==> src/common/mmu_partition_consts.vh <==
`ifndef MMU_PARTITION_CONSTS_VH
`define MMU_PARTITION_CONSTS_VH
// partition codes from virtual address bits 31:29
`define PART_USER 2'h0
`define PART_KXLAT 2'h1
`define PART_KERNEL 2'h2
`define PART_IO 2'h3
// address field layout
`define PAGE_MSB 31
`define PAGE_LSB 12
`define OFFSET_MSB 11
`define BYPASS_MSB 28
// exception cause codes
`define EXC_NONE 3'h0
`define EXC_FAST_MISS 3'h1
`define EXC_DOUBLE_MISS 3'h2
`define EXC_PERM 3'h3
`define EXC_SUPER_ONLY 3'h4
`define EXC_PRIV_INSTR 3'h5
// access kinds
`define ACC_FETCH 2'h0
`define ACC_LOAD 2'h1
`define ACC_STORE 2'h2
`define ACC_FLUSH 2'h3
// table size and register offsets
`define TLB_ENTRIES 16
`define TLB_IDX_W 4
`define PID_W 8
`define REG_CTRL 12'h000
`define REG_STATUS 12'h004
`define REG_TLB_TAG 12'h008
`define REG_TLB_DATA 12'h00c
`define REG_TLB_WRITE 12'h010
`define REG_LAST_CAUSE 12'h014
`define REG_LAST_ADDR 12'h018
`define CTRL_RESET 32'h00000000
`endif

==> src/verilog/mmu_partition_translation.v <==
// The APB slave port and the register addresses were left to the implementer.
`timescale 1ns/1ps
`include "mmu_partition_consts.vh"

module mmu_partition_translation #(
   parameter HAS_MMU = 1,
   parameter HAS_MPU = 0,
   parameter HAS_DCACHE = 1,
   parameter [31:0] RESET_VECTOR = 32'hc0000000,
   parameter [31:0] EXC_VECTOR = 32'hc0000020,
   parameter [31:0] BREAK_VECTOR = 32'hc0000040,
   parameter [31:0] FAST_MISS_VECTOR = 32'hc0000060
) (
   input wire ref_clk,
   input wire rst,
   input wire reqValid,
   input wire [31:0] reqVaddr,
   input wire [1:0] reqKind,
   input wire reqIoType,
   input wire reqPrivInstr,
   output reg rspValid,
   output reg [31:0] rspPaddr,
   output reg rspCacheable,
   output reg [2:0] rspCause,
   output reg rspUserMode,
   output reg [31:0] rspVector,
   input wire [31:0] paddr,
   input wire psel,
   input wire penable,
   input wire pwrite,
   input wire [31:0] pwdata,
   output reg [31:0] prdata,
   output reg pready,
   output reg pslverr
);

// ----------------------------------------------------------------
// configuration and software state
// ----------------------------------------------------------------
localparam USER_OK = (HAS_MMU != 0) || (HAS_MPU != 0);
wire hasDcache = (HAS_DCACHE != 0);
wire vecLow = (RESET_VECTOR[31:29] == 3'h6) && (EXC_VECTOR[31:29] == 3'h6) &&
   (BREAK_VECTOR[31:29] == 3'h6) && (FAST_MISS_VECTOR[31:29] == 3'h6);

reg userMode_q;
reg handlerFlag_q;
reg [`PID_W-1:0] processIdentifier_q;
reg [19:0] stageVpn_q;
reg [`PID_W-1:0] stagePid_q;
reg stageGlobal_q;
reg [19:0] stagePfn_q;
reg [3:0] stagePerm_q;
reg [`TLB_IDX_W-1:0] stageIdx_q;
reg [2:0] lastCause_q;
reg [31:0] lastAddr_q;
reg stageCData_q; // cacheable bit waiting for the commit write

// software-loaded translation table, never written by hardware lookups
reg [19:0] tagVpn [0:`TLB_ENTRIES-1];
reg [`PID_W-1:0] tagPid [0:`TLB_ENTRIES-1];
reg tagGlobal [0:`TLB_ENTRIES-1];
reg [19:0] dataPfn [0:`TLB_ENTRIES-1];
reg [3:0] dataPerm [0:`TLB_ENTRIES-1];
reg dataC [0:`TLB_ENTRIES-1];
// there is no valid bit: an unused entry is parked on a distinct page of the
// peripheral range, which never reaches the lookup because that range bypasses
// the table; software must keep two entries from matching one virtual page,
// otherwise the first matching index gives frame and permission, while the cacheable flags of all matches are ORed

// ----------------------------------------------------------------
// partition decode and lookup
// ----------------------------------------------------------------
// address map seen by the decoder:
//   top eighth      peripheral  bypass, supervisor only, never cached
//   next eighth     kernel      bypass, supervisor only, cached
//   next quarter    kernel xlat table, supervisor only, entry decides
//   lower half      user        table, entry decides user and cache
// bypass clears the top three bits, so it only ever reaches low memory;
// high physical memory is therefore reachable through the table alone
reg [1:0] part;
reg [19:0] hitPfn;
reg [3:0] hitPerm;
reg hit;
reg [31:0] physD;
reg cacheD;
reg [2:0] causeD;
reg permOk;
reg cacheHit;
integer i;
integer m;

// partition from the top three bits, ahead of any lookup
always @* begin
   case (reqVaddr[31:29])
      3'h7: part = `PART_IO;
      3'h6: part = `PART_KERNEL;
      3'h4, 3'h5: part = `PART_KXLAT;
      default: part = `PART_USER;
   endcase
end

// associative match on page number and process identifier
always @* begin
   hit = 1'b0;
   hitPfn = 20'h00000;
   hitPerm = 4'h0;
   for (i = 0; i < `TLB_ENTRIES; i = i + 1) begin
      if (!hit && tagVpn[i] == reqVaddr[`PAGE_MSB:`PAGE_LSB] &&
          (tagGlobal[i] || tagPid[i] == processIdentifier_q)) begin
         hit = 1'b1;
         hitPfn = dataPfn[i];
         hitPerm = dataPerm[i];
      end
   end
end

// translation, permission and cacheability result
// fault priority, highest first:
//   privileged instruction issued at user level
//   user access to a supervisor partition
//   no matching entry (double miss while the handler flag is set)
//   entry present but the needed permission is missing
// a faulting access returns address zero and is never cacheable, so the
// processor can raise a precise exception and retry after a refill
always @* begin
   physD = 32'h00000000;
   cacheD = 1'b0;
   causeD = `EXC_NONE;
   // perm bits: 3 user, 2 read, 1 write, 0 execute
   case (reqKind)
      `ACC_FETCH: permOk = hitPerm[0];
      `ACC_LOAD: permOk = hitPerm[2];
      `ACC_STORE: permOk = hitPerm[1];
      default: permOk = 1'b1;
   endcase
   if (userMode_q && reqPrivInstr) begin
      causeD = `EXC_PRIV_INSTR;
   end else if (userMode_q && part != `PART_USER) begin
      causeD = `EXC_SUPER_ONLY;
   end else if (HAS_MMU == 0) begin
      physD = reqVaddr;
      cacheD = hasDcache && !reqIoType;
   end else if (part == `PART_IO || part == `PART_KERNEL) begin
      physD = {3'h0, reqVaddr[`BYPASS_MSB:0]};
      cacheD = (part == `PART_KERNEL) && hasDcache && !reqIoType;
   end else if (!hit) begin
      causeD = handlerFlag_q ? `EXC_DOUBLE_MISS : `EXC_FAST_MISS;
   end else if (!permOk || (userMode_q && !hitPerm[3])) begin
      causeD = `EXC_PERM;
   end else begin
      physD = {hitPfn, reqVaddr[`OFFSET_MSB:0]};
      cacheD = cacheHit && hasDcache && !reqIoType;
   end
end

// cacheable flags of every matching entry ORed together, address bits 31:12 all compared
// own loop variable, so the two lookup processes share no variable
always @* begin
   cacheHit = 1'b0;
   for (m = 0; m < `TLB_ENTRIES; m = m + 1) begin
      if (tagVpn[m] == reqVaddr[`PAGE_MSB:`PAGE_LSB] &&
          (tagGlobal[m] || tagPid[m] == processIdentifier_q))
         cacheHit = cacheHit | dataC[m];
   end
end

// ----------------------------------------------------------------
// registered answer to the processor
// ----------------------------------------------------------------
always @(posedge ref_clk or posedge rst) begin
   if (rst) begin
      rspValid <= 1'b0;
      rspPaddr <= 32'h00000000;
      rspCacheable <= 1'b0;
      rspCause <= `EXC_NONE;
      rspUserMode <= 1'b0;
      rspVector <= 32'h00000000;
      lastCause_q <= `EXC_NONE;
      lastAddr_q <= 32'h00000000;
   end else begin
      rspValid <= reqValid;
      rspUserMode <= userMode_q;
      rspVector <= vecLow ? FAST_MISS_VECTOR : EXC_VECTOR;
      if (reqValid) begin
         rspPaddr <= physD;
         rspCacheable <= (causeD == `EXC_NONE) ? cacheD : 1'b0;
         rspCause <= causeD;
         if (causeD == `EXC_FAST_MISS)
            rspVector <= FAST_MISS_VECTOR;
         else
            rspVector <= EXC_VECTOR;
         if (causeD != `EXC_NONE) begin
            lastCause_q <= causeD;
            lastAddr_q <= reqVaddr;
         end
      end
   end
end

// ----------------------------------------------------------------
// apb slave: control, status and table load
// ----------------------------------------------------------------
// register map, one aligned word each:
//   0x00 control    [0] user mode, [1] handler flag, [15:8] process id
//   0x04 status     [0] user mode, [1] user level available, [2] data cache
//   0x08 table tag  [31:12] page, [8] global, [7:0] process id
//   0x0c table data [31:12] frame, [8] cacheable, [7:4] perm, [3:0] index
//   0x10 commit     any write copies the staged tag and data into the table
//   0x14 last cause cause code of the most recent fault
//   0x18 last addr  virtual address of the most recent fault
// read data is loaded in the setup cycle and stands in the access cycle;
// pready rises in the access cycle, so every transfer takes two cycles;
// writes take effect at the edge that ends the access cycle;
// unmapped offsets answer with pslverr together with pready
// user mode cannot be set when neither translation nor region protection
// is configured; the bit then always reads back as zero
wire wrEn = psel && penable && pwrite;

always @(posedge ref_clk or posedge rst) begin
   if (rst) begin
      userMode_q <= 1'b0;
      handlerFlag_q <= 1'b0;
      processIdentifier_q <= {`PID_W{1'b0}};
      stageVpn_q <= 20'h00000;
      stagePid_q <= {`PID_W{1'b0}};
      stageGlobal_q <= 1'b0;
      stagePfn_q <= 20'h00000;
      stagePerm_q <= 4'h0;
      stageIdx_q <= {`TLB_IDX_W{1'b0}};
      pready <= 1'b0;
      pslverr <= 1'b0;
      prdata <= 32'h00000000;
   end else begin
      pready <= psel && !penable;
      pslverr <= 1'b0;
      if (psel && !penable) begin
         case (paddr[11:0])
            `REG_CTRL: prdata <= {16'h0000, processIdentifier_q, 6'h00, handlerFlag_q, userMode_q};
            `REG_STATUS: prdata <= {29'h0, hasDcache, USER_OK ? 1'b1 : 1'b0, userMode_q};
            `REG_TLB_TAG: prdata <= {stageVpn_q, 3'h0, stageGlobal_q, stagePid_q};
            `REG_TLB_DATA: prdata <= {stagePfn_q, 3'h0, stageCData_q, stagePerm_q, stageIdx_q};
            `REG_TLB_WRITE: prdata <= 32'h00000000;
            `REG_LAST_CAUSE: prdata <= {29'h0, lastCause_q};
            `REG_LAST_ADDR: prdata <= lastAddr_q;
            default: begin
               prdata <= 32'h00000000;
               pslverr <= 1'b1;
            end
         endcase
      end
      if (wrEn && pready) begin
         case (paddr[11:0])
            `REG_CTRL: begin
               userMode_q <= pwdata[0] && USER_OK;
               handlerFlag_q <= pwdata[1];
               processIdentifier_q <= pwdata[`PID_W+7:8];
            end
            `REG_TLB_TAG: begin
               stageVpn_q <= pwdata[31:12];
               stageGlobal_q <= pwdata[8];
               stagePid_q <= pwdata[`PID_W-1:0];
            end
            `REG_TLB_DATA: begin
               stagePfn_q <= pwdata[31:12];
               stagePerm_q <= pwdata[7:4];
               stageIdx_q <= pwdata[`TLB_IDX_W-1:0];
            end
            default: ;
         endcase
      end
   end
end

// cacheable staging bit kept apart from the permission nibble
always @(posedge ref_clk or posedge rst) begin
   if (rst)
      stageCData_q <= 1'b0;
   else if (wrEn && pready && paddr[11:0] == `REG_TLB_DATA)
      stageCData_q <= pwdata[8];
end

// table entries change only at reset and on a software commit write
// lookups only read the arrays; there is no refill path from hardware,
// a miss is reported and software loads the entry through the registers
integer j;
always @(posedge ref_clk or posedge rst) begin
   if (rst) begin
      for (j = 0; j < `TLB_ENTRIES; j = j + 1) begin
         tagVpn[j] <= 20'hfffff - j[19:0]; // distinct peripheral-range pages
         tagPid[j] <= {`PID_W{1'b0}};
         tagGlobal[j] <= 1'b1;
         dataPfn[j] <= 20'h00000;
         dataPerm[j] <= 4'h0;
         dataC[j] <= 1'b0;
      end
   end else if (wrEn && pready && paddr[11:0] == `REG_TLB_WRITE) begin
      tagVpn[stageIdx_q] <= stageVpn_q;
      tagPid[stageIdx_q] <= stagePid_q;
      tagGlobal[stageIdx_q] <= stageGlobal_q;
      dataPfn[stageIdx_q] <= stagePfn_q;
      dataPerm[stageIdx_q] <= stagePerm_q;
      dataC[stageIdx_q] <= stageCData_q;
   end
end

endmodule

==> config.mk <==
export PLATFORM = sky130hd
export DESIGN_NAME = mmu_partition_translation
export DESIGN_NICKNAME = d
export VERILOG_FILES = /design/src/verilog/mmu_partition_translation.v
export VERILOG_INCLUDE_DIRS = /design/src /design/src/common
export SDC_FILE = /design/constraint.sdc
export NUM_CORES = 2
export LEC_CHECK = 0
export BUFFER_PORTS_ARGS = -buffer_cell sky130_fd_sc_hd__buf_2
export CORE_MARGIN = 2
export CORE_UTILIZATION = 30
export CTS_CLUSTER_DIAMETER = 80
export DETAILED_ROUTE_END_ITERATION = 12
export PLACE_DENSITY = 0.44
export SYNTH_ARGS = -nofsm -noshare
export SYNTH_HDL_FRONTEND = slang
export SYNTH_SLANG_ARGS = --single-unit
==> constraint.sdc <==
create_clock -name ref_clk -period 43 [get_ports ref_clk]
set_input_delay 8.6 -clock ref_clk [delete_from_list [all_inputs] [get_ports ref_clk]]
set_output_delay 8.6 -clock ref_clk [all_outputs]
set_load 0.01 [all_outputs]
# ---- Word level (Yosys, flattened, before mapping)
# Cells that the tools add are included.
dict set report word_totals {
  ff_bits 1071
  in_bits 106
  output_inout_bits 104
}
dict set report classes {
  magnitude_cmp 2
  eq_ne 47
  n_mux 102
  bitwise_logic 16
  n_reduce_logical 106
}
# operator n
set ops {}
lappend ops {{$bwmux 320} 2}
lappend ops {{$mux 20} 17}
lappend ops {{$eq 20x20->1} 16}
lappend ops {{$pmux 32 s6} 1}
lappend ops {{$mux 32} 5}
lappend ops {{$bwmux 128} 1}
lappend ops {{$eq 8x8->1} 16}
lappend ops {{$demux 20 s4} 1}
lappend ops {{$mux 4} 17}
lappend ops {{$bwmux 64} 1}
lappend ops {{$logic_and 1x1->1} 58}
lappend ops {{$mux 1} 41}
lappend ops {{$eq 12x5->1 const B} 3}
lappend ops {{$bwmux 16} 2}
lappend ops {{$demux 8 s4} 1}
lappend ops {{$eq 12x4->1 const B} 2}
lappend ops {{$logic_not 1->1} 19}
lappend ops {{$logic_or 1x1->1} 18}
lappend ops {{$demux 4 s4} 1}
lappend ops {{$or 1x1->1} 15}
lappend ops {{$mux 7} 2}
lappend ops {{$eq 12x3->1 const B} 1}
lappend ops {{$eq 3x3->1 const B} 4}
lappend ops {{$logic_not 12->1} 1}
lappend ops {{19 further kinds} 28}

# ---- Longest topological paths before layout
dict set report depth {
  depth_word 75
  depth_mapped 18
}

# ---- Least setup slack after synthesis
# Ideal clock, no wire load.
dict set report synth_timing {
  path_type {input to register}
  startpoint {in reqVaddr[31]}
  endpoint {reg lastAddr_q[10]}
  t_arrival_ns 11.918
  t_required_ns 42.874
  path_slack_ns 30.956
  stages 15
  path_buffers 3
  path_cell_list {buf_2 buf_6 xor2_1 nor4_1 nand2_1 or3_1 mux2_2 o21ai_0 a211o_1 a221o_1 a21o_1 a211o_1 and3_1 buf_2 a221o_1}
}
dict set report synth_via {
  elab_chain_cells 73
  elab_cells_between_ends 117
  classes_between {eq/ne (22); mux (39); reduce/logical (56)}
}
# element line_no
set synth_rtl {}
lappend synth_rtl {{start: declaration} mmu_partition_translation.v:17} ;# input wire [31:0] reqVaddr,
lappend synth_rtl {{$eq 20x20->1} mmu_partition_translation.v:108} ;# if (!hit && tagVpn[i] == reqVaddr[`PAGE_MSB:`PAGE_LSB] &&
lappend synth_rtl {{$logic_and 1x1->1} mmu_partition_translation.v:108}
lappend synth_rtl {{$mux 1} mmu_partition_translation.v:108}
lappend synth_rtl {{$logic_not 1->1} mmu_partition_translation.v:108}
lappend synth_rtl {{$logic_and 1x1->1 (2 in a row)} mmu_partition_translation.v:108}
lappend synth_rtl {{$mux 1} mmu_partition_translation.v:108}
lappend synth_rtl {{$logic_not 1->1} mmu_partition_translation.v:108}
lappend synth_rtl {{$logic_and 1x1->1 (2 in a row)} mmu_partition_translation.v:108}
lappend synth_rtl {{[55 not listed]} --}
lappend synth_rtl {{$logic_or 1x1->1} mmu_partition_translation.v:148} ;# end else if (!permOk || (userMode_q && !hitPerm[3])) begin
lappend synth_rtl {{$mux 2} mmu_partition_translation.v:148}
lappend synth_rtl {{$mux 2} mmu_partition_translation.v:146} ;# end else if (!hit) begin
lappend synth_rtl {{$mux 2} mmu_partition_translation.v:143} ;# end else if (part == `PART_IO || part == `PART_KERNEL) begin
lappend synth_rtl {{$mux 3 (*)} mmu_partition_translation.v:138} ;# end else if (userMode_q && part != `PART_USER) begin
lappend synth_rtl {{$mux 3 (*)} mmu_partition_translation.v:136} ;# if (userMode_q && reqPrivInstr) begin
lappend synth_rtl {{$reduce_bool 3->1 (no source line) (*)} --}
lappend synth_rtl {{$reduce_and 2->1 (no source line) (*)} --}
lappend synth_rtl {{end signal: assignment} mmu_partition_translation.v:194} ;# lastAddr_q <= reqVaddr;
lappend synth_rtl {{end: declaration} mmu_partition_translation.v:55} ;# reg [31:0] lastAddr_q;
# Every way passes the cells marked *; elsewhere a longest branch is shown, timed or not.
# A chain may end at the register's enable or synchronous reset.

# ---- Worst setup path after layout
dict set report layout_timing {
  startpoint {in reqVaddr[16]}
  endpoint {reg lastAddr_q[21]}
}
dict set report layout_via {
  elab_chain_cells 73
  elab_cells_between_ends 106
  classes_between {eq/ne (16); mux (38); reduce/logical (52)}
}
# element line_no
set layout_rtl {}
lappend layout_rtl {{$eq 20x20->1} mmu_partition_translation.v:108}
lappend layout_rtl {{$logic_and 1x1->1} mmu_partition_translation.v:108}
lappend layout_rtl {{$mux 1} mmu_partition_translation.v:108}
lappend layout_rtl {{$logic_not 1->1} mmu_partition_translation.v:108}
lappend layout_rtl {{$logic_and 1x1->1 (2 in a row)} mmu_partition_translation.v:108}
lappend layout_rtl {{$mux 1} mmu_partition_translation.v:108}
lappend layout_rtl {{$logic_not 1->1} mmu_partition_translation.v:108}
lappend layout_rtl {{$logic_and 1x1->1 (2 in a row)} mmu_partition_translation.v:108}
lappend layout_rtl {{[55 not listed]} --}
lappend layout_rtl {{$logic_or 1x1->1} mmu_partition_translation.v:148}
lappend layout_rtl {{$mux 2} mmu_partition_translation.v:148}
lappend layout_rtl {{$mux 2 (*)} mmu_partition_translation.v:146}
lappend layout_rtl {{$mux 2 (*)} mmu_partition_translation.v:143}
lappend layout_rtl {{$mux 3 (*)} mmu_partition_translation.v:138}
lappend layout_rtl {{$mux 3 (*)} mmu_partition_translation.v:136}
lappend layout_rtl {{$reduce_bool 3->1 (no source line) (*)} --}
lappend layout_rtl {{$reduce_and 2->1 (no source line) (*)} --}
# Marks and branches as above.

==> results.json <==
{
  "finalSetupViolations": 0,
  "post_cts_resized": 0,
  "switching_share": 0.2366,
  "clk_pin_slew_ps": 60,
  "synth_edf_count": 0,
  "place_ws_ps": 28190,
  "start_util": 0.3010,
  "postCtsHoldBufs": 0,
  "critPathLaunchType": "input pin",
  "p_leak_nw": 26.62,
  "crit_required_ps": 43690,
  "grt_usage": 0.2162,
  "timing.fmax_ghz": 0.07037,
  "fill_cells": 16110,
  "multi_input_area_um2": 21090,
  "ys.flop_type": "dfrtp_1",
  "area_growth_pct": 14.59,
  "dieHeight_um": 407.4,
  "arrival_ps": 14900,
  "antenna_found_initial": 24,
  "seqCellArea_um2": 26440,
  "worst_pin_slew_ps": 1162,
  "p_switching_w": 0.0004920,
  "period_needed_ps": 14210,
  "cts_buffers": 117,
  "outcome": "completed",
  "cts_setup_buffers": 0,
  "first_pass_iters": 6,
  "tritoncts": "yes",
  "grt_pass1_vias": 32940,
  "drive_above_1_share": 0.4462,
  "grt_start_max_net_pins": 136,
  "mostFrequentLayoutCells": "mux2_2, dfrtp_1, xor2_1",
  "clk_path_buf_depth": 3,
  "fin_tns_setup_ps": 0,
  "core-area_um2": 162200,
  "fp-row-count": 148,
  "endpoint_kind": "flip-flop",
  "power.share.sequential": 0.477,
  "drv_cap": 0,
  "ctsRootBufferMaster": "clkbuf_16",
  "comb_power_share": 0.039,
  "io_pins": 210,
  "syn-cell-area_um2": 48820,
  "grt_pass1_wl_um": 258500,
  "drv_slew": 0,
  "final_nets": 3971,
  "gp_congestion": 0.7876,
  "dp_hpwl_um": 109300,
  "ys_warn_count": 0,
  "syn-instance-count": 3752,
  "cp_max_fo": 19,
  "wl_per_cell_um": 29.53,
  "vias": 32270,
  "setup_slack_ps": 28790,
  "rsz0062_at_grt": "false",
  "drc": 0,
  "power_density_nw_per_um2": 37.17,
  "critPathKind": "input pin to flip-flop",
  "hp-class": "flip-flop to flip-flop",
  "clk_latency_ps": 750,
  "drtIter0Drc": 2525,
  "avgSynthCellArea_um2": 13.01,
  "finClkSkew_ps": 31.00,
  "p_int_w": 0.001587,
  "h-tree-depth": 3,
  "chipWidth_um": 407.4,
  "irDropWorstVdd_uv": 31.12,
  "numClockSinks": 1041,
  "slew_headroom": 0.2256,
  "ys_seq_area_frac": 0.5414,
  "port_buffers": 161,
  "finalCritPeriodShare": 0.3305,
  "synth-seq-cells": 1041,
  "async_flop_share": 1.000,
  "grt_overflow": 0,
  "via_per_inst": 5.257,
  "wl_um": 181300,
  "ys_types": 75,
  "die_area_um2": 166000,
  "postRouteAntennaNets": 0,
  "finalHoldViolCount": 0,
  "rrSetupSlack_ps": 35930,
  "final_common_cell": "mux2_2",
  "p_clk_frac": 0.484
}
[per-stage QoR]
step	hold slack [ps]	instance area, um^2	power, W	util	instances
2_1_floorplan	470.1	48920	0.001056	-	3779
3_3_place_gp	464.0	52120	0.001091	0.3213	5921
3_5_place_dp	466.4	52120	0.001090	0.3213	5921
4_1_cts	479.2	55930	0.002106	0.3448	6133
5_1_grt	497.8	55930	0.002151	0.3448	6134
6_report	471.7	55940	0.002079	0.3449	6139
[area by class of cell]
| class | instances | area share |
|---|---|---|
| clock inverters | 30 | 0.004182 |
| repair buffers | 290 | 0.03194 |
| inverters | 19 | 0.001409 |
| well taps | 2175 | 0.04864 |
| multi-input cells | 2396 | 0.3770 |
| diodes | 6 | 0.0002684 |
| clock buffers | 182 | 0.06396 |
| flip-flops and latches | 1041 | 0.4726 |
[worst max-delay path, stage by stage]
cell       delay [ps]
buf_2             770
xor2_1            140
nor4_1            530
nand3_1           380
or3_1             620
nand4_1           450
nor4_1            120
a2111oi_0         850
o221ai_1          250
and4_1            260
a211o_1           530
nor2_2            760
buf_4             410
a221o_1           210
[cells in the mapped netlist (all sizes together) (5+ instances only)]
cell type  count  area share
a2111oi        6      0.0011
buf          116       0.016
xnor2         76       0.014
a21oi         42      0.0043
a22o          57       0.010
nor2b          9      0.0012
a21o           9      0.0014
nand4         41      0.0054
xor2         372       0.067
a22oi         43      0.0066
or3           14      0.0019
o21ai         76      0.0078
inv           19      0.0015
nor2          71      0.0055
a211o          6      0.0011
clkbuf       207       0.016
o221ai         6      0.0011
nand3         40      0.0041
o22a           5     0.00090
a211oi        13      0.0020
a222oi        52       0.011
a221oi        24      0.0043
o22ai         15      0.0019
nand2        142       0.011
dfrtp        737        0.38
nor4         114       0.015
mux2i          7      0.0014
nand2b        19      0.0024
o211ai        15      0.0023
a221o         37      0.0076
dfstp        304        0.16
and2           7     0.00090
mux2         930        0.21
a31oi         14      0.0018
nor3          41      0.0047
and3          11      0.0014
[state kept, by name, summed over array words and instances (netlist names), 16 cells and up]
| register | cells |
|---|---|
| dataPfn | 320 |
| tagVpn | 320 |
| tagPid | 128 |
| dataPerm | 64 |
| lastAddr_q | 32 |
| prdata | 32 |
| rspPaddr | 32 |
| stagePfn_q | 20 |
| stageVpn_q | 20 |
| dataC | 16 |
| tagGlobal | 16 |
[metal layers]
metal  GRT usage  part of all wire  vias to the layer above  wire, um
li1            -                 -                    13790         -
met1      0.2979              0.45                    17350     82360
met2      0.3489              0.46                      881     84290
met3     0.03803             0.056                      233     10130
met4     0.05843             0.024                       14      4415
met5           0           0.00065                        -       117
[power groups by stage]
stage | Sequential, W | Combinational [W] | Clock [W]
after floorplan | 0.00101 | 0.0000487 | 0
after global placement | 0.00101 | 0.0000830 | 0
after detailed placement | 0.00101 | 0.0000826 | 0
after CTS | 0.000991 | 0.0000830 | 0.00103
after global routing | 0.000991 | 0.0000888 | 0.00107
final | 0.000991 | 0.0000806 | 0.00101
[cell families after synthesis]
| kind of cell | after synthesis | synth area share |
|---|---|---|
| AOI/OAI and AO/OA | 463 | 0.07333 |
| xor gates and xnor gates | 448 | 0.08037 |
| buffers and inverters | 342 | 0.03329 |
| DFF | 1041 | 0.5414 |
| muxes | 937 | 0.2160 |
| other | 2 | 0.0001538 |
| and+or+nand+nor | 519 | 0.05551 |
[worst paths after layout]
check,from,endpoint,cells after the start
worst max-delay path,reqVaddr[16],lastAddr_q[21]$_DFFE_PP0P_,14
worst min-delay path,prdata[26]$_DFFE_PP0P_,prdata[26]$_DFFE_PP0P_,2
worst max register to register,processIdentifier_q[0]$_DFFE_PP0P_,lastAddr_q[21]$_DFFE_PP0P_,14
worst min register to register,prdata[26]$_DFFE_PP0P_,prdata[26]$_DFFE_PP0P_,2
max in group asynchronous,rst,dataPerm[41]$_DFFE_PP0P_,5
min in group asynchronous,rst,rspVector[30]$_DFF_PP0_,2
No activity file was read; power rests on OpenSTA's default activity.
